$ cat src/rtl/vco_cal_pkg.sv
// Shared constants for the oscillator calibration sequencer
package vco_cal_pkg;

  // ----------------------------------------------------------------
  // Register bus
  // ----------------------------------------------------------------
  localparam int unsigned ADDR_W = 10;
  localparam int unsigned DATA_W = 8;

  localparam logic [ADDR_W-1:0] CAL_CTRL_ADDR   = 10'h018;
  localparam logic [ADDR_W-1:0] CAL_STATUS_ADDR = 10'h01f;
  localparam logic [ADDR_W-1:0] UPDATE_ADDR     = 10'h232;
  localparam logic [ADDR_W-1:0] IRQ_STATUS_ADDR = 10'h240;
  localparam logic [ADDR_W-1:0] IRQ_MASK_ADDR   = 10'h241;

  // ----------------------------------------------------------------
  // Field positions
  // ----------------------------------------------------------------
  localparam int unsigned CTRL_START_BIT  = 0;
  localparam int unsigned CTRL_DIV_LSB    = 1;
  localparam int unsigned CTRL_DIV_MSB    = 2;
  localparam int unsigned CTRL_USED_MSB   = 2;
  localparam int unsigned STATUS_DONE_BIT = 6;
  localparam int unsigned UPDATE_BIT      = 0;
  localparam int unsigned IRQ_DONE_BIT    = 0;
  localparam int unsigned IRQ_START_BIT   = 1;
  localparam int unsigned IRQ_W           = 2;

  // ----------------------------------------------------------------
  // Reset values
  // ----------------------------------------------------------------
  localparam logic [CTRL_USED_MSB:0] CTRL_RESET     = 3'h0;
  localparam logic [1:0]             DIV_RESET      = 2'h0;
  localparam logic [IRQ_W-1:0]       IRQ_MASK_RESET = 2'h0;

  // ----------------------------------------------------------------
  // Calibration timing
  // ----------------------------------------------------------------
  localparam int unsigned CAL_CYCLES = 4400;
  localparam int unsigned CAL_CNT_W  = 13;
  localparam int unsigned DIV_CNT_W  = 5;

  localparam logic [1:0] DIV_SEL_2  = 2'h0;
  localparam logic [1:0] DIV_SEL_4  = 2'h1;
  localparam logic [1:0] DIV_SEL_8  = 2'h2;
  localparam logic [1:0] DIV_SEL_16 = 2'h3;

  localparam logic [DIV_CNT_W-1:0] DIV_VAL_2  = 5'h02;
  localparam logic [DIV_CNT_W-1:0] DIV_VAL_4  = 5'h04;
  localparam logic [DIV_CNT_W-1:0] DIV_VAL_8  = 5'h08;
  localparam logic [DIV_CNT_W-1:0] DIV_VAL_16 = 5'h10;

  // ----------------------------------------------------------------
  // Sequencer states
  // ----------------------------------------------------------------
  typedef enum logic [2:0] {
    ST_IDLE   = 3'b001,
    ST_CAL    = 3'b010,
    ST_SETTLE = 3'b100
  } seq_state_type;

endpackage

$ cat src/rtl/cal_cycle_counter.sv
// Counter of calibration clock cycles for one run
`timescale 1ns/1ps
module cal_cycle_counter
  import vco_cal_pkg::*;
#(
  parameter int unsigned CYCLES = CAL_CYCLES
) (
  input  wire logic clk,
  input  wire logic arst_n,
  input  wire logic clear,
  input  wire logic run,
  input  wire logic tick,
  output logic      finished
);

  localparam logic [CAL_CNT_W-1:0] LAST = CAL_CNT_W'(CYCLES - 1);

  logic [CAL_CNT_W-1:0] count_reg;

  always_ff @(posedge clk or negedge arst_n) begin
    if (!arst_n) begin
      count_reg <= '0;
      finished  <= 1'b0;
    end else if (clear) begin
      count_reg <= '0;
      finished  <= 1'b0;
    end else if (run && tick) begin
      if (count_reg == LAST) begin
        count_reg <= '0;
        finished  <= 1'b1;
      end else begin
        count_reg <= count_reg + 13'h0001;
        finished  <= 1'b0;
      end
    end else begin
      finished <= 1'b0;
    end
  end

  a_run_length: assert property (@(posedge clk) disable iff (!arst_n)
    finished |-> $past(count_reg) == LAST && $past(tick))
    else $error("calibration ended at wrong cycle count");

endmodule

$ cat src/rtl/cal_tick_gen.sv
// Phase-compare clock sampler and calibration clock divider
`timescale 1ns/1ps
module cal_tick_gen
  import vco_cal_pkg::*;
(
  input  wire logic       clk,
  input  wire logic       arst_n,
  input  wire logic       phase_compare_clock,
  input  wire logic [1:0] div_sel,
  input  wire logic       restart,
  output logic            tick
);

  // ----------------------------------------------------------------
  // Divisor decode
  // ----------------------------------------------------------------
  function automatic logic [DIV_CNT_W-1:0] div_value(input logic [1:0] sel);
    case (sel)
      DIV_SEL_2:  div_value = DIV_VAL_2;
      DIV_SEL_4:  div_value = DIV_VAL_4;
      DIV_SEL_8:  div_value = DIV_VAL_8;
      DIV_SEL_16: div_value = DIV_VAL_16;
      default:    div_value = DIV_VAL_16;
    endcase
  endfunction

  logic                 sync1_reg;
  logic                 sync2_reg;
  logic                 edge_hist_reg;
  logic                 rise;
  logic [DIV_CNT_W-1:0] div_cnt_reg;
  logic [DIV_CNT_W-1:0] div_last;

  // ----------------------------------------------------------------
  // Pin synchroniser
  // ----------------------------------------------------------------
  // Phase-compare rate must stay well below half of clk
  always_ff @(posedge clk or negedge arst_n) begin
    if (!arst_n) begin
      sync1_reg     <= 1'b0;
      sync2_reg     <= 1'b0;
      edge_hist_reg <= 1'b0;
    end else begin
      sync1_reg     <= phase_compare_clock;
      sync2_reg     <= sync1_reg;
      edge_hist_reg <= sync2_reg;
    end
  end

  assign rise     = sync2_reg & ~edge_hist_reg;
  assign div_last = div_value(div_sel) - 5'h01;

  // ----------------------------------------------------------------
  // Divider
  // ----------------------------------------------------------------
  always_ff @(posedge clk or negedge arst_n) begin
    if (!arst_n) begin
      div_cnt_reg <= '0;
      tick        <= 1'b0;
    end else if (restart) begin
      div_cnt_reg <= '0;
      tick        <= 1'b0;
    end else if (rise) begin
      if (div_cnt_reg >= div_last) begin
        div_cnt_reg <= '0;
        tick        <= 1'b1;
      end else begin
        div_cnt_reg <= div_cnt_reg + 5'h01;
        tick        <= 1'b0;
      end
    end else begin
      tick <= 1'b0;
    end
  end

  // A divisor lowered mid-count may leave the count above the new limit
  a_tick_on_edge: assert property (@(posedge clk) disable iff (!arst_n)
    tick |-> $past(rise) && $past(div_cnt_reg) >= $past(div_last))
    else $error("calibration tick without completed division");

  a_div_decode: assert property (@(posedge clk) disable iff (!arst_n)
    div_last == ((div_sel == DIV_SEL_2) ? 5'h01 : (div_sel == DIV_SEL_4) ? 5'h03 :
                 (div_sel == DIV_SEL_8) ? 5'h07 : 5'h0f))
    else $error("calibration divisor decode wrong");

endmodule

$ cat src/rtl/vco_calibration_sequencer.sv
// Oscillator calibration sequencer with register port and interrupt
//
// Behaviour
// - Calibration clock is phase-compare clock divided
// - Each run lasts exactly 4400 calibration cycles
// - First start: set start bit, then update
// - Later starts need applied bit rising zero-to-one
// - Readable done bit set after run finishes
// - Start asserts internal output sync hold
// - Finish releases sync, then closes loop
// - Auto-load at power-up starts a run
// - No self-start on divider register changes
// - Request accepted anytime, restarting full run
`timescale 1ns/1ps
module vco_calibration_sequencer
  import vco_cal_pkg::*;
#(
  parameter int unsigned CYCLES = CAL_CYCLES
) (
  input  wire logic              clk,
  input  wire logic              arst_n,
  input  wire logic              phase_compare_clock,
  input  wire logic              autoload_done,
  input  wire logic [ADDR_W-1:0] addr,
  input  wire logic [DATA_W-1:0] wdata,
  input  wire logic              wr_en,
  input  wire logic              rd_en,
  output logic      [DATA_W-1:0] rdata,
  output logic                   irq,
  output logic                   output_sync_hold,
  output logic                   pll_loop_closed
);

  // ----------------------------------------------------------------
  // Declarations
  // ----------------------------------------------------------------
  logic [CTRL_USED_MSB:0] stage_ctrl_reg;
  logic                   active_start_reg;
  logic [1:0]             active_div_reg;
  logic                   done_reg;
  logic [IRQ_W-1:0]       irq_status_reg;
  logic [IRQ_W-1:0]       irq_mask_reg;
  logic [IRQ_W-1:0]       irq_event;
  seq_state_type          state_reg;
  seq_state_type          state_next;

  logic                   ctrl_write;
  logic                   update_write;
  logic                   host_start;
  logic                   start_req;
  logic                   cal_tick;
  logic                   cal_finished;
  logic                   run_end;

  // ----------------------------------------------------------------
  // Bus decode
  // ----------------------------------------------------------------
  assign ctrl_write   = wr_en && (addr == CAL_CTRL_ADDR);
  assign update_write = wr_en && (addr == UPDATE_ADDR) && wdata[UPDATE_BIT];

  // Only the applied start bit rising can launch a host run
  assign host_start = update_write && stage_ctrl_reg[CTRL_START_BIT]
                      && !active_start_reg;

  // Divider or frequency writes never feed this term
  assign start_req = host_start || autoload_done;

  assign run_end = (state_reg == ST_CAL) && cal_finished && !start_req;

  // ----------------------------------------------------------------
  // Staged and applied control
  // ----------------------------------------------------------------
  // Staged bits have no effect until the update strobe copies them
  always_ff @(posedge clk or negedge arst_n) begin
    if (!arst_n) begin
      stage_ctrl_reg <= CTRL_RESET;
    end else if (ctrl_write) begin
      stage_ctrl_reg <= wdata[CTRL_USED_MSB:0];
    end
  end

  always_ff @(posedge clk or negedge arst_n) begin
    if (!arst_n) begin
      active_start_reg <= CTRL_RESET[CTRL_START_BIT];
      active_div_reg   <= DIV_RESET;
    end else if (update_write) begin
      active_start_reg <= stage_ctrl_reg[CTRL_START_BIT];
      active_div_reg   <= stage_ctrl_reg[CTRL_DIV_MSB:CTRL_DIV_LSB];
    end
  end

  // ----------------------------------------------------------------
  // Calibration clock and cycle count
  // ----------------------------------------------------------------
  // Relies on a present, stable reference; without one the run stalls
  cal_tick_gen u_tick (
    .clk                 (clk),
    .arst_n              (arst_n),
    .phase_compare_clock (phase_compare_clock),
    .div_sel             (active_div_reg),
    .restart             (start_req),
    .tick                (cal_tick)
  );

  cal_cycle_counter #(
    .CYCLES (CYCLES)
  ) u_count (
    .clk      (clk),
    .arst_n   (arst_n),
    .clear    (start_req),
    .run      (state_reg == ST_CAL),
    .tick     (cal_tick),
    .finished (cal_finished)
  );

  // ----------------------------------------------------------------
  // Sequencer
  // ----------------------------------------------------------------
  always_comb begin
    state_next = state_reg;
    if (start_req) begin
      state_next = ST_CAL;
    end else begin
      case (state_reg)
        ST_IDLE: begin
          state_next = ST_IDLE;
        end
        ST_CAL: begin
          if (cal_finished) begin
            state_next = ST_SETTLE;
          end
        end
        ST_SETTLE: begin
          state_next = ST_IDLE;
        end
        default: begin
          state_next = ST_IDLE;
        end
      endcase
    end
  end

  always_ff @(posedge clk or negedge arst_n) begin
    if (!arst_n) begin
      state_reg <= ST_IDLE;
    end else begin
      state_reg <= state_next;
    end
  end

  // Sync released one cycle before the loop closes
  always_ff @(posedge clk or negedge arst_n) begin
    if (!arst_n) begin
      output_sync_hold <= 1'b0;
      pll_loop_closed  <= 1'b1;
    end else begin
      output_sync_hold <= (state_next == ST_CAL);
      pll_loop_closed  <= (state_next == ST_IDLE);
    end
  end

  always_ff @(posedge clk or negedge arst_n) begin
    if (!arst_n) begin
      done_reg <= 1'b0;
    end else if (start_req) begin
      done_reg <= 1'b0;
    end else if (run_end) begin
      done_reg <= 1'b1;
    end
  end

  // ----------------------------------------------------------------
  // Interrupts
  // ----------------------------------------------------------------
  assign irq_event = {start_req, run_end};

  // Set wins over a write-one clear in the same cycle
  always_ff @(posedge clk or negedge arst_n) begin
    if (!arst_n) begin
      irq_status_reg <= '0;
    end else if (wr_en && (addr == IRQ_STATUS_ADDR)) begin
      irq_status_reg <= (irq_status_reg & ~wdata[IRQ_W-1:0]) | irq_event;
    end else begin
      irq_status_reg <= irq_status_reg | irq_event;
    end
  end

  always_ff @(posedge clk or negedge arst_n) begin
    if (!arst_n) begin
      irq_mask_reg <= IRQ_MASK_RESET;
    end else if (wr_en && (addr == IRQ_MASK_ADDR)) begin
      irq_mask_reg <= wdata[IRQ_W-1:0];
    end
  end

  always_ff @(posedge clk or negedge arst_n) begin
    if (!arst_n) begin
      irq <= 1'b0;
    end else begin
      irq <= |(irq_status_reg & irq_mask_reg);
    end
  end

  // ----------------------------------------------------------------
  // Read port
  // ----------------------------------------------------------------
  always_ff @(posedge clk or negedge arst_n) begin
    if (!arst_n) begin
      rdata <= '0;
    end else if (rd_en) begin
      case (addr)
        CAL_CTRL_ADDR:   rdata <= {5'h00, stage_ctrl_reg};
        CAL_STATUS_ADDR: rdata <= {1'b0, done_reg, 6'h00};
        IRQ_STATUS_ADDR: rdata <= {6'h00, irq_status_reg};
        IRQ_MASK_ADDR:   rdata <= {6'h00, irq_mask_reg};
        default:         rdata <= '0;
      endcase
    end else begin
      rdata <= '0;
    end
  end

  // ----------------------------------------------------------------
  // Check helpers
  // ----------------------------------------------------------------
  // Own tally of ticks per run, so the run length is held against
  // the parameter and not against the counter's own compare
  logic [CAL_CNT_W:0] run_ticks_reg;

  always_ff @(posedge clk or negedge arst_n) begin
    if (!arst_n) begin
      run_ticks_reg <= '0;
    end else if (start_req) begin
      run_ticks_reg <= '0;
    end else if ((state_reg == ST_CAL) && cal_tick) begin
      run_ticks_reg <= run_ticks_reg + 14'h0001;
    end
  end

  // ----------------------------------------------------------------
  // Checks
  // ----------------------------------------------------------------
  a_update_applies: assert property (@(posedge clk) disable iff (!arst_n)
    update_write |=> active_start_reg == $past(stage_ctrl_reg[CTRL_START_BIT]))
    else $error("update strobe did not apply staged start bit");

  a_host_rise_only: assert property (@(posedge clk) disable iff (!arst_n)
    host_start |=> active_start_reg && !$past(active_start_reg))
    else $error("host start without rising applied bit");

  a_start_holds_sync: assert property (@(posedge clk) disable iff (!arst_n)
    start_req |=> output_sync_hold && !pll_loop_closed)
    else $error("start did not assert output sync");

  a_release_then_close: assert property (@(posedge clk) disable iff (!arst_n)
    $fell(output_sync_hold) |-> !pll_loop_closed ##1
      (pll_loop_closed || output_sync_hold))
    else $error("loop not closed one cycle after sync release");

  a_done_after_run: assert property (@(posedge clk) disable iff (!arst_n)
    run_end |=> done_reg && !output_sync_hold)
    else $error("done bit not set at end of run");

  a_done_low_running: assert property (@(posedge clk) disable iff (!arst_n)
    output_sync_hold |-> !done_reg)
    else $error("done bit high during calibration");

  a_no_self_start: assert property (@(posedge clk) disable iff (!arst_n)
    $rose(output_sync_hold) |-> $past(host_start) || $past(autoload_done))
    else $error("calibration began without a trigger");

  a_autoload_start: assert property (@(posedge clk) disable iff (!arst_n)
    autoload_done |=> output_sync_hold ##1 output_sync_hold)
    else $error("auto-load did not start calibration");

  a_restart_anytime: assert property (@(posedge clk) disable iff (!arst_n)
    start_req && output_sync_hold |=> output_sync_hold && !done_reg)
    else $error("request during run was not accepted");

  a_irq_level: assert property (@(posedge clk) disable iff (!arst_n)
    |(irq_status_reg & irq_mask_reg) |=> irq)
    else $error("interrupt not raised for unmasked status");

  a_run_tick_total: assert property (@(posedge clk) disable iff (!arst_n)
    run_end |-> run_ticks_reg == CYCLES)
    else $error("run ended after wrong number of ticks");

  a_tick_bound: assert property (@(posedge clk) disable iff (!arst_n)
    (state_reg == ST_CAL) |-> run_ticks_reg <= CYCLES)
    else $error("run counted past its length");

  a_loop_open_hold: assert property (@(posedge clk) disable iff (!arst_n)
    output_sync_hold |-> !pll_loop_closed)
    else $error("loop closed while outputs held");

  a_close_after_release: assert property (@(posedge clk) disable iff (!arst_n)
    $rose(pll_loop_closed) |-> !output_sync_hold && !$past(output_sync_hold))
    else $error("loop closed before sync release");

  a_settle_then_idle: assert property (@(posedge clk) disable iff (!arst_n)
    (state_reg == ST_SETTLE) && !start_req |=> (state_reg == ST_IDLE) && pll_loop_closed)
    else $error("loop not closed after settle cycle");

  a_done_sticky: assert property (@(posedge clk) disable iff (!arst_n)
    done_reg && !start_req |=> done_reg)
    else $error("done bit lost without a new start");

  a_done_at_end: assert property (@(posedge clk) disable iff (!arst_n)
    $rose(done_reg) |-> $past(run_end))
    else $error("done bit set outside run end");

  a_done_readback: assert property (@(posedge clk) disable iff (!arst_n)
    $past(rd_en) && ($past(addr) == CAL_STATUS_ADDR) |->
      rdata[STATUS_DONE_BIT] == $past(done_reg))
    else $error("done bit not returned on status read");

  a_staged_readback: assert property (@(posedge clk) disable iff (!arst_n)
    $past(rd_en) && ($past(addr) == CAL_CTRL_ADDR) |->
      rdata[CTRL_USED_MSB:0] == $past(stage_ctrl_reg))
    else $error("staged control not returned on read");

  a_rdata_idle: assert property (@(posedge clk) disable iff (!arst_n)
    !$past(rd_en) |-> rdata == '0)
    else $error("read data not zero outside a read");

  a_irq_low_masked: assert property (@(posedge clk) disable iff (!arst_n)
    !(|(irq_status_reg & irq_mask_reg)) |=> !irq)
    else $error("interrupt raised without unmasked status");

  a_start_flag_set: assert property (@(posedge clk) disable iff (!arst_n)
    start_req |=> irq_status_reg[IRQ_START_BIT])
    else $error("start status flag not set");

  a_end_flag_set: assert property (@(posedge clk) disable iff (!arst_n)
    run_end |=> irq_status_reg[IRQ_DONE_BIT])
    else $error("finish status flag not set");

  a_refused_update: assert property (@(posedge clk) disable iff (!arst_n)
    update_write && active_start_reg && !autoload_done |=> !$rose(output_sync_hold))
    else $error("update with applied start high began a run");

  a_divider_no_start: assert property (@(posedge clk) disable iff (!arst_n)
    ctrl_write && !autoload_done |=> !$rose(output_sync_hold))
    else $error("control write began a run");

endmodule

$ cat config.mk
export PLATFORM = sky130hd
export DESIGN_NAME = vco_calibration_sequencer
export DESIGN_NICKNAME = d
export VERILOG_FILES = /design/src/rtl/vco_cal_pkg.sv /design/src/rtl/cal_cycle_counter.sv /design/src/rtl/cal_tick_gen.sv /design/src/rtl/vco_calibration_sequencer.sv
export SDC_FILE = /design/constraint.sdc
export NUM_CORES = 1
export LEC_CHECK = 0
export BUFFER_PORTS_ARGS = -buffer_cell sky130_fd_sc_hd__buf_2
export CORE_MARGIN = 4
export CORE_UTILIZATION = 50
export DETAILED_ROUTE_END_ITERATION = 7
export PLACE_DENSITY = 0.79
export SLEW_MARGIN = 0
export SYNTH_ARGS = -nofsm -noshare
export SYNTH_HDL_FRONTEND = slang
export SYNTH_SLANG_ARGS = --single-unit
$ cat constraint.sdc
create_clock -name clk -period 6.07 [get_ports clk]
set_clock_uncertainty 0.1 [all_clocks]
set_input_delay 0 -clock clk [delete_from_list [all_inputs] [get_ports clk]]
set_output_delay 0 -clock clk [all_outputs]
set_load 0.01 [all_outputs]
* Word level (Yosys, flattened, before mapping)
Cells that the tools add are included.
** Storage, ports and cells
- Bits in registers :: 48
- Input port bits :: 24
- Output and inout port bits :: 11
- Word-level logic and storage cells :: 80
** Operators by class
- Add/sub/neg operators :: 3
- Magnitude comparators :: 1
- Equality and inequality tests :: 12
- Multiplexer cells :: 21
- Bitwise operators :: 7
- Reductions and logical operators :: 18
** Operators with widths (number)
- 13-bit two-way mux :: 3
- 10-bit equality test, second input constant :: 3
- 7-bit case mux with 4 select lines :: 1
- 10-bit by 5-bit equality test with 1-bit output, second input constant :: 2
- 5-bit case mux with 4 select lines :: 1
- 5-bit two-way mux :: 3
- 13-bit by 1-bit adder with 13-bit output, second input constant :: 1
- 13-bit equality test, second input constant :: 1
- 1-bit logical AND :: 10
- 3-bit two-way mux :: 3
- 1-bit two-way mux :: 8
- 8-bit two-way mux :: 1
- 3-bit by 2-bit equality test with 1-bit output, second input constant :: 2
- 2-bit nonzero test :: 3
- 5-bit by 1-bit adder with 5-bit output, second input constant :: 1
- 5-bit greater-or-equal comparator :: 1
- 5-bit by 1-bit subtractor with 5-bit output, second input constant :: 1
- 2-bit AND :: 2
- 2-bit equality test, second input constant :: 2
- 2-bit bitwise OR :: 2
- 3-bit by 1-bit equality test with 1-bit output, second input constant :: 1
- 2-bit by 1-bit equality test with 1-bit output, second input constant :: 1
- 1-bit zero test :: 2
- 2-bit zero test :: 1
- 6 further kinds :: 6

* Longest topological paths before layout
Gate-level depths: netlist (run 1).
- Depth after elaboration :: 10
- Mapped depth :: 6
- Gate-level depth less buffers :: 6

* Hierarchy
A second synthesis (run 1) with hierarchy kept.
** Unflattened totals
- Cell total of the unflattened synthesis :: 197
- Area total of the unflattened synthesis :: 2218.4 um2
** By module, submodules not included
- vco_calibration_sequencer :: times used 1, cells each 78, area each 1041.0 um2, seq. area each 528.0 um2
- cal_cycle_counter :: times used 1, cells each 76, area each 724.4 um2, seq. area each 350.3 um2
- cal_tick_gen :: times used 1, cells each 43, area each 452.9 um2, seq. area each 225.2 um2

* Worst setup path after synthesis (run 1)
Ideal clock, no wire load.
- Path kind :: register to register
- From :: register u_tick.div_cnt_reg[3]
- To :: register u_tick.div_cnt_reg[2]
- Library setup time :: 82 ps
- Arrival :: 1871 ps
- Required time :: 5888 ps
- Slack :: 4017 ps
- Cell stages (with the launch flop) :: 6
- Path buffers :: 0
- Clock period less this slack :: 2053 ps
- Cell sequence :: dfrtp_1 > ha_1 > a21o_1 > a221oi_1 > nand4b_1 > a31oi_1
** Between the ends
- Cells in the longest elaborated chain, start to end :: 4
** Ends and longest elaborated chain
- from (decl) :: RTL line cal_tick_gen.sv:31 : logic [DIV_CNT_W-1:0] div_cnt_reg;
- from (signal assigned) :: RTL line cal_tick_gen.sv:68 : div_cnt_reg <= div_cnt_reg + 5'h01;
- 5-bit greater-or-equal comparator :: RTL line cal_tick_gen.sv:64 : if (div_cnt_reg >= div_last) begin
- 5-bit two-way mux :: RTL line cal_tick_gen.sv:64
- 5-bit two-way mux :: RTL line cal_tick_gen.sv:63 : end else if (rise) begin
- 5-bit two-way mux :: RTL line cal_tick_gen.sv:60 : end else if (restart) begin
Every way passes these cells. The select of a mux whose other input is x is not followed.
A chain may end at the register's enable or synchronous reset.

* Worst setup path after layout (run 1)
- From :: input port addr[2]
- To :: register u_count.count_reg[10]
** Between the ends
- Cells in the longest elaborated chain, start to end :: 7
- Elaborated cells on any way between the ends :: 8
- Those cells by class :: 1 x eq/ne; 1 x mux; 6 x reduce/logical
** Ends and longest elaborated chain
- from (decl) :: RTL line vco_calibration_sequencer.sv:24 : input wire logic [ADDR_W-1:0] addr,
- 10-bit equality test (*) :: RTL line vco_calibration_sequencer.sv:59 : assign update_write = wr_en && (addr == UPDATE_ADDR) && wdata[UPDATE_BIT];
- 1-bit logical AND (*) (2 in a row) :: RTL line vco_calibration_sequencer.sv:59
- 1-bit logical AND (*) :: RTL line vco_calibration_sequencer.sv:62 : assign host_start = update_write && stage_ctrl_reg[CTRL_START_BIT]
- 1-bit logical AND (*) :: RTL line vco_calibration_sequencer.sv:63 : && !active_start_reg;
- 1-bit logical OR (*) :: RTL line vco_calibration_sequencer.sv:66 : assign start_req = host_start || autoload_done;
- 13-bit two-way mux or 2-bit nonzero test (tied branches)
- to (signal assigned) :: RTL line cal_cycle_counter.sv:32 : count_reg <= count_reg + 13'h0001;
- to (decl) :: RTL line cal_cycle_counter.sv:18 : logic [CAL_CNT_W-1:0] count_reg;
Every way passes the cells marked *; elsewhere a longest branch is shown, timed or not.

==> flow_summary.ini, run 1 <==
[pwr]
power_density_nw_per_um2 = 222
irDropWorstVdd_uv = 145
p_leak_nw = 1.10

[setup_path]
cp_cell_sequence = dlygate4sd3_1 -> buf_2 -> or4b_4 -> or4_4 -> o21bai_4 -> o21ba_2
cp-end-kind = register
slowest_delay_ns = 0.57
worst_path_max_delay_cell = o21bai_4
worst-path-max-fanout = 28
critPathLaunchType = primary input
cp.arrival_ns = 2.59
crit_required_ns = 6.16
critPathKind = primary input to register

[placed_design]
dp_hpwl_um = 2760
place_congestion = 0.827
numPortBuffers = 25

[cts]
cts-resized-gates = 0
cts_buffers = 5
post-cts-setup-buffers = 0
h-tree-depth = 2
cts_tree = done
worstSkewPairLatency_ns = 0.30
clk_path_buf_depth = 2
cts.sinks = 44
cts_root_buf = clkbuf_8
hold_buffers = 10
clkSlewWorstSetupHoldPaths_ns = 0.08

[drt]
ant_nets = 0
drtIter0Drc = 109
dr_wl_met3_um = 198
drc_errors = 0
maxUsedRoutingLayer = met4
drtPass1Iterations = 4
dr_total_vias = 1679
wire_per_inst_um = 14.3
wl_met1_um = 1900
post_drt_via_cell_ratio = 5.75
wl_um = 4170
met2_length_um = 2000

[yosys]
seq_area_frac_synth = 0.504
syn_inst = 205
ys_types = 53
avgSynthCellArea_um2 = 10.7
synth_edf_count = 0
yosysWarnings = 0
synthFlopType = dfrtp_1
synth_area_um2 = 2190
synth-async-reset-ratio = 1.00
synth_seq_cells = 44

[die]
rows = 23
chipHeight_um = 74.2
dieArea_um2 = 5500
start_util = 0.532
core_area_um2 = 4120
die_w_um = 74.2
boundaryPins = 35

[timing]
drv_slew = 0
max_freq_mhz = 400
period_minus_slack_ns = 2.50
timing.final.hold_violations = 0
period_share = 0.412
worst_slew_pin_slew_ns = 1.03
rsz0062_at_grt = no
setup_viol = 0
slew_headroom = 0.315
tns_ns = 0

[layout]
finish.net_count = 271
diodes = 0
n_fill_cell = 329
area_growth_pct = 15.3
largest_reg_flops = 13
drive_above_1_share = 0.215
final_util = 0.614

[run_status]
status = finished clean

[global_routing]
grt_use_total = 0.172
grt_antenna_before_repair = 0
grt_pass1_wl_um = 7140
grt_pass1_vias = 1546
gr-total-overflow = 0
grt_max_degree = 45

[run]
cap_viol_max_count = 0

[worst_hold_path]
hold_class = primary input to register
## critical path: cells and delay by family
kind	cells	cell delay [ns]
AOI/OAI and AO/OA	2	0.81
and+or+nand+nor	2	1.09
buffers and inverters	2	0.68
## cells in the mapped netlist (3+ instances only)
cell	n	area, um2
dfrtp_1	42	1050
nand3_1	17	85.1
nand2_1	14	52.6
nor2_1	12	45.0
a21oi_1	11	55.1
mux2_2	8	90.1
ha_1	6	75.1
nor3_1	6	30.0
o21ai_0	6	30.0
a31oi_1	5	31.3
a21o_1	4	30.0
and3_1	4	25.0
buf_4	4	30.0
inv_1	4	15.0
nand3b_1	4	30.0
nand4_1	4	25.0
buf_6	3	33.8
nor4b_1	3	26.3
xor2_1	3	26.3
## per-layer routing
metal,up-vias,GRT usage
li1,831,-
met1,802,0.234
met2,40,0.265
met3,6,0.0446
met4,0,0.0684
met5,-,0
## layout by cell type (no fill, tap or decap), types with 8 or more instances in the layout
cell           Yosys  routed
mux2_2             8       8
nor2_1            12      12
dfrtp_1           42      42
nand2_1           14      14
buf_2              0      25
nand3_1           17      17
a21oi_1           11      11
dlygate4sd3_1      0      10
## stage by stage
stage	hold slack [ns]	power, mW	worst slack (ns)	cells	area, um2
final	0.0443	0.562	3.57	292	2530
after CTS	0.0412	0.566	3.58	292	2530
after global routing	0.0709	0.589	3.49	292	2530
after global placement	0.00890	0.344	3.79	274	2320
after detailed placement	0.0163	0.345	3.72	274	2320
after floorplan	-0.396	0.329	4.02	208	2200
## logic make-up after synthesis
group | after synthesis | synth area share
simple gates | 87 | 0.233
flops | 44 | 0.504
compound gates | 42 | 0.133
buf+inv | 13 | 0.0394
mux | 8 | 0.0411
fa+ha+maj | 6 | 0.0343
xor+xnor | 3 | 0.0120
other cells | 2 | 0.00343
## path summary, 6_finish.rpt
path                                         from               endpoint  slack (ns)  depth (start not counted)
min in group asynchronous                  arst_n               rdata[2]        0.28                          2
worst min register to register   u_tick.sync1_reg       u_tick.sync2_reg        0.26                          0
worst max register to register  active_div_reg[1]  u_tick.div_cnt_reg[2]        3.69                          6
worst max-delay path                      addr[2]  u_count.count_reg[10]        3.57                          6
worst min-delay path                      addr[0]        irq_mask_reg[1]        0.04                          3
max in group asynchronous                  arst_n   u_count.count_reg[2]        5.01                          2
## cell type report
cell class	count	area, um2	area share
tap	50	62.6	0.0248
clock buffer	6	72.6	0.0287
clock inverter	2	35.0	0.0139
timing repair buffer	35	225	0.0892
sequential	44	1100	0.437
inverter	4	15.0	0.00594
multi-input combinational	151	1010	0.401
## power breakdown
part           total (mW)  internal (mW)  switching [mW]  leakage [nW]
clock               0.218          0.122          0.0962        0.0552
combinational      0.0412         0.0171          0.0240         0.465
sequential          0.303          0.299         0.00344         0.583
total               0.562          0.438           0.124          1.10
Power figures use the tool's default switching activity.
==> run 2: changes to the inputs <==
--- a/config.mk
+++ b/config.mk
@@ -9,7 +9,7 @@
 export CORE_MARGIN = 4
 export CORE_UTILIZATION = 50
 export DETAILED_ROUTE_END_ITERATION = 7
-export PLACE_DENSITY = 0.79
+export PLACE_DENSITY = 0.82
 export SLEW_MARGIN = 0
 export SYNTH_ARGS = -nofsm -noshare
 export SYNTH_HDL_FRONTEND = slang
==> constraint.sdc (replaced) <==
create_clock -name clk -period 2.15 [get_ports clk]
set_clock_uncertainty 0.1 [all_clocks]
set_input_delay 0 -clock clk [delete_from_list [all_inputs] [get_ports clk]]
set_output_delay 0 -clock clk [all_outputs]
set_load 0.01 [all_outputs]
==> run 2 against run 1 <==
Highest routed layer unchanged. Largest power group unchanged. Critical path type unchanged. First-iteration DRC count grew 13%. Global-route usage up 2.0 points. Critical endpoint is now rdata[6]. Total power grew to 2.7 times the previous value.
==> flow_summary.ini, run 2 (synthesis results as in run 1) <==
[run_status]
status = finished clean

[layout]
final_common_cell = dfrtp_1
drive_above_1_share = 0.232
n_fill_cell = 343
area_growth_pct = 17.4
largest_reg_flops = 13
diodes = 0
most-common-layout-cells = dfrtp_1 (42), buf_2 (25), nand3_1 (17)
finish.net_count = 279

[pwr]
p_sw_frac = 0.230
internal_power_mw = 1.16
p_leak_nw = 1.13
power.share.combinational = 0.086
power_density_nw_per_um2 = 588
seqPwrFrac = 0.565
total_power_mw = 1.51
p_clk_frac = 0.349
p_switching_mw = 0.348
irDropWorstVdd_uv = 473

[global_routing]
grt_pass1_vias = 1754
grt_use_total = 0.192
grt_max_degree = 21
grt_antenna_before_repair = 0
gr-total-overflow = 0
grt_pass1_wl_um = 8020

[drt]
dr_total_vias = 1718
wl_um = 4600
drtIter0Drc = 123
ant_nets = 0
drc_errors = 0
post_drt_via_cell_ratio = 5.73
wire_per_inst_um = 15.3
drtPass1Iterations = 5

[setup_path]
critPathKind = primary input to register
cp-end-kind = register
cp_cell_sequence = buf_2 -> dlygate4sd3_1 -> nand2_1 -> dlygate4sd3_1 -> nor4_1 -> dlygate4sd3_1
critPathLaunchType = primary input
worst_path_max_delay_cell = dlygate4sd3_1
cpMostUsedCell = dlygate4sd3_1
cp.arrival_ns = 2.06
crit_required_ns = 2.28
slowest_delay_ns = 0.58
worst-path-max-fanout = 4

[die]
dieArea_um2 = 5500
chipHeight_um = 74.2
boundaryPins = 35
die_w_um = 74.2
rows = 23
start_util = 0.532
core_area_um2 = 4120

[cts]
cts_tree = done
cts-resized-gates = 0
cts_buffers = 5
clkSlewWorstSetupHoldPaths_ns = 0.08
cts_root_buf = clkbuf_8
clk_path_buf_depth = 2
h-tree-depth = 2
worstSkewPairLatency_ns = 0.29
cts.sinks = 44

[timing]
period_minus_slack_ns = 1.93
setup_viol = 0
tns_ns = 0
worst_slew_pin_slew_ns = 0.708
max_freq_mhz = 517
slew_headroom = 0.527
period_share = 0.900
whs_ns = 0.0157
rsz0062_at_grt = no
timing.final.hold_violations = 0
drv_slew = 0

[placed_design]
numPortBuffers = 25
dp_hpwl_um = 3230
place_congestion = 0.807

[run]
cap_viol_max_count = 0

[worst_hold_path]
hold_class = primary input to register
[run 2: cell count changes in the layout (fill, tap and decap cells not counted), sizes merged]
| cell | previous run | this run |
|---|---|---|
| clkinv | 1 | 0 |
| clkbuf | 6 | 8 |
| buf | 25 | 32 |
| dlygate4sd3 | 10 | 11 |
| bufinv | 1 | 0 |
[run 2: worst paths after layout]
kind / start / endpoint / slack (ns) / depth (start not counted)
max: addr[2] / rdata[6] / 0.22 / 6
min: autoload_done / u_count.count_reg[10] / 0.02 / 3
max reg2reg: u_tick.div_cnt_reg[3] / u_tick.div_cnt_reg[2] / 0.23 / 6
min reg2reg: u_tick.sync1_reg / u_tick.sync2_reg / 0.26 / 0
max in group asynchronous: arst_n / stage_ctrl_reg[2] / 1.04 / 3
min in group asynchronous: arst_n / u_count.count_reg[6] / 0.16 / 3
[run 2: timing repair]
action / 4_1_cts / 5_1_grt
hold buffers: 11 / 0
buffers inserted: 0 / 0
endpoints found under the hold margin: 54 / 0
[run 2: power by group through the flow]
| stage | registers [mW] | clock network, mW | logic (mW) |
|---|---|---|---|
| 2_1_floorplan | 0.871 | 0 | 0.0576 |
| 3_3_place_gp | 0.870 | 0 | 0.112 |
| 3_5_place_dp | 0.871 | 0 | 0.115 |
| 4_1_cts | 0.855 | 0.541 | 0.129 |
| 5_1_grt | 0.857 | 0.584 | 0.145 |
| 6_report | 0.855 | 0.528 | 0.130 |
[run 2: area by class of cell]
class,count,area (um2),share of cell area
flip-flops and latches,44,1100,0.429
repair buffers,43,288,0.112
inverters,4,15.0,0.00584
well taps,50,62.6,0.0243
multi-input cells,151,1010,0.394
clock buffers,8,90.1,0.0350
[run 2: stage by stage]
stage | instances | utilization | area, um2 | worst slack, ns
2_1_floorplan | 208 | - | 2200 | 0.0970
3_3_place_gp | 281 | 0.576 | 2370 | 0.216
3_5_place_dp | 281 | 0.576 | 2370 | 0.195
4_1_cts | 300 | 0.625 | 2570 | 0.228
5_1_grt | 300 | 0.625 | 2570 | 0.0971
6_report | 300 | 0.625 | 2570 | 0.216
[run 2: worst max-delay path, delay by kind of cell]
kind,cells,cell delay [ns]
buffers and inverters,4,1.80
AND/OR/NAND/NOR,2,0.26
[run 2: metal layers]
| layer | routed length (um) | vias up | global-route usage |
|---|---|---|---|
| met4 | 57 | 0 | 0.0644 |
| li1 | - | 837 | - |
| met3 | 231 | 5 | 0.0473 |
| met2 | 2320 | 47 | 0.323 |
| met5 | 0 | - | 0 |
| met1 | 1980 | 829 | 0.243 |
==> run 3: changes to the inputs <==
--- a/config.mk
+++ b/config.mk
@@ -9,7 +9,7 @@
 export CORE_MARGIN = 4
 export CORE_UTILIZATION = 50
 export DETAILED_ROUTE_END_ITERATION = 7
-export PLACE_DENSITY = 0.82
+export PLACE_DENSITY = 0.83
 export SLEW_MARGIN = 0
 export SYNTH_ARGS = -nofsm -noshare
 export SYNTH_HDL_FRONTEND = slang
==> run 3 against run 2 <==
Wire length fell by 3.9%. First-iteration DRC count fell by 26%. Register-to-register slack improved by 0.02 ns. Largest power group unchanged. Highest routed layer unchanged.
==> flow_summary.ini, run 3 (synthesis results as in run 1) <==
[timing]
worst_slew_pin_slew_ns = 0.929
setup_viol = 0
max_freq_mhz = 481
timing.final.hold_violations = 0
period_share = 0.967
period_minus_slack_ns = 2.08
tns_ns = 0
fin_ws_ns = 0.0711
rsz0062_at_grt = no
drv_slew = 0
slew_headroom = 0.381

[placed_design]
numPortBuffers = 25
place_congestion = 0.795
pre_cts_slack_ns = 0.102
place_area_um2 = 2360
dp_hpwl_um = 3140

[cts]
clkSlewWorstSetupHoldPaths_ns = 0.08
clk_path_buf_depth = 2
cts.sinks = 44
cts-resized-gates = 0
cts_buffers = 5
cts_tree = done
cts_root_buf = clkbuf_8
h-tree-depth = 2
worstSkewPairLatency_ns = 0.30

[setup_path]
cp-end-kind = register
cp.arrival_ns = 2.21
critPathLaunchType = primary input
worst-path-max-fanout = 4
crit_required_ns = 2.28
critPathKind = primary input to register

[die]
dieArea_um2 = 5500
rows = 23
core_area_um2 = 4120
boundaryPins = 35
die_w_um = 74.2
start_util = 0.532
chipHeight_um = 74.2

[worst_hold_path]
hold_class = primary input to register

[pwr]
irDropWorstVdd_uv = 319
power_density_nw_per_um2 = 591
total_power_mw = 1.51
p_leak_nw = 1.13

[layout]
finish.net_count = 277
drive_above_1_share = 0.234
diodes = 0
final_util = 0.622
area_growth_pct = 16.8
largest_reg_flops = 13
most-common-layout-cells = dfrtp_1 (42), buf_2 (25), nand3_1 (17)
design_area_um2 = 2560
final_common_cell = dfrtp_1

[drt]
ant_nets = 0
wire_per_inst_um = 14.8
drtPass1Iterations = 4
wl_um = 4420
drc_errors = 0
dr_total_vias = 1762
drtIter0Drc = 91
post_drt_via_cell_ratio = 5.91

[global_routing]
grt_pass1_wl_um = 7510
grt_antenna_before_repair = 0
grt_pass1_vias = 1699
gr-total-overflow = 0
grt_use_total = 0.178
grt_max_degree = 45

[run_status]
status = finished clean

[run]
cap_viol_max_count = 0
[run 3: timing repair]
item                                   in CTS  in global routing
hold buffers                               11                  0
setup buffers                               0                  0
endpoints found under the hold margin      61                  0
[run 3: worst max-delay path: stages]
cell and delay [ns]:
buf_2 0.11, dlygate4sd3_1 0.56, nand2_1 0.06, dlygate4sd3_1 0.57, nor4_1 0.31, dlygate4sd3_1 0.60
[run 3: cell type report]
class,instances,area (um2)
fill,324,1560
clock inverter,2,10.0
inverter,4,15.0
clock buffer,6,82.6
timing repair buffer,41,273
tap,50,62.6
multi-input combinational,151,1010
sequential,44,1100
[run 3: metrics by stage]
step / hold WS, ns / cells
detailed placement: 0.0122 / 279
floorplan: -0.396 / 208
finish: 0.0597 / 298
global route: 0.0791 / 298
global placement: 0.00852 / 279
CTS: 0.0425 / 298
[run 3: metal layers]
metal  GRT usage  wire (um)  share of wire
met1       0.220       1990           0.45
met2       0.296       2130           0.48
met3      0.0311        186          0.042
met4      0.0966        114          0.026
met5           0          0              0
[run 3: report_power, final]
part           switching, mW  internal (mW)
Clock                  0.275          0.256
Combinational         0.0702         0.0551
Sequential           0.00942          0.845
Total                  0.355           1.16
[run 3: worst paths after layout]
kind / start / endpoint / slack [ns] / cells after the start
max in group asynchronous: arst_n / state_reg[2] / 1.09 / 2
min in group asynchronous: arst_n / u_count.count_reg[2] / 0.27 / 2
min: addr[0] / irq_mask_reg[1] / 0.06 / 3
max reg2reg: u_count.count_reg[0] / u_count.count_reg[12] / 0.25 / 5
min reg2reg: u_tick.sync1_reg / u_tick.sync2_reg / 0.25 / 0
max: addr[2] / rdata[6] / 0.07 / 6
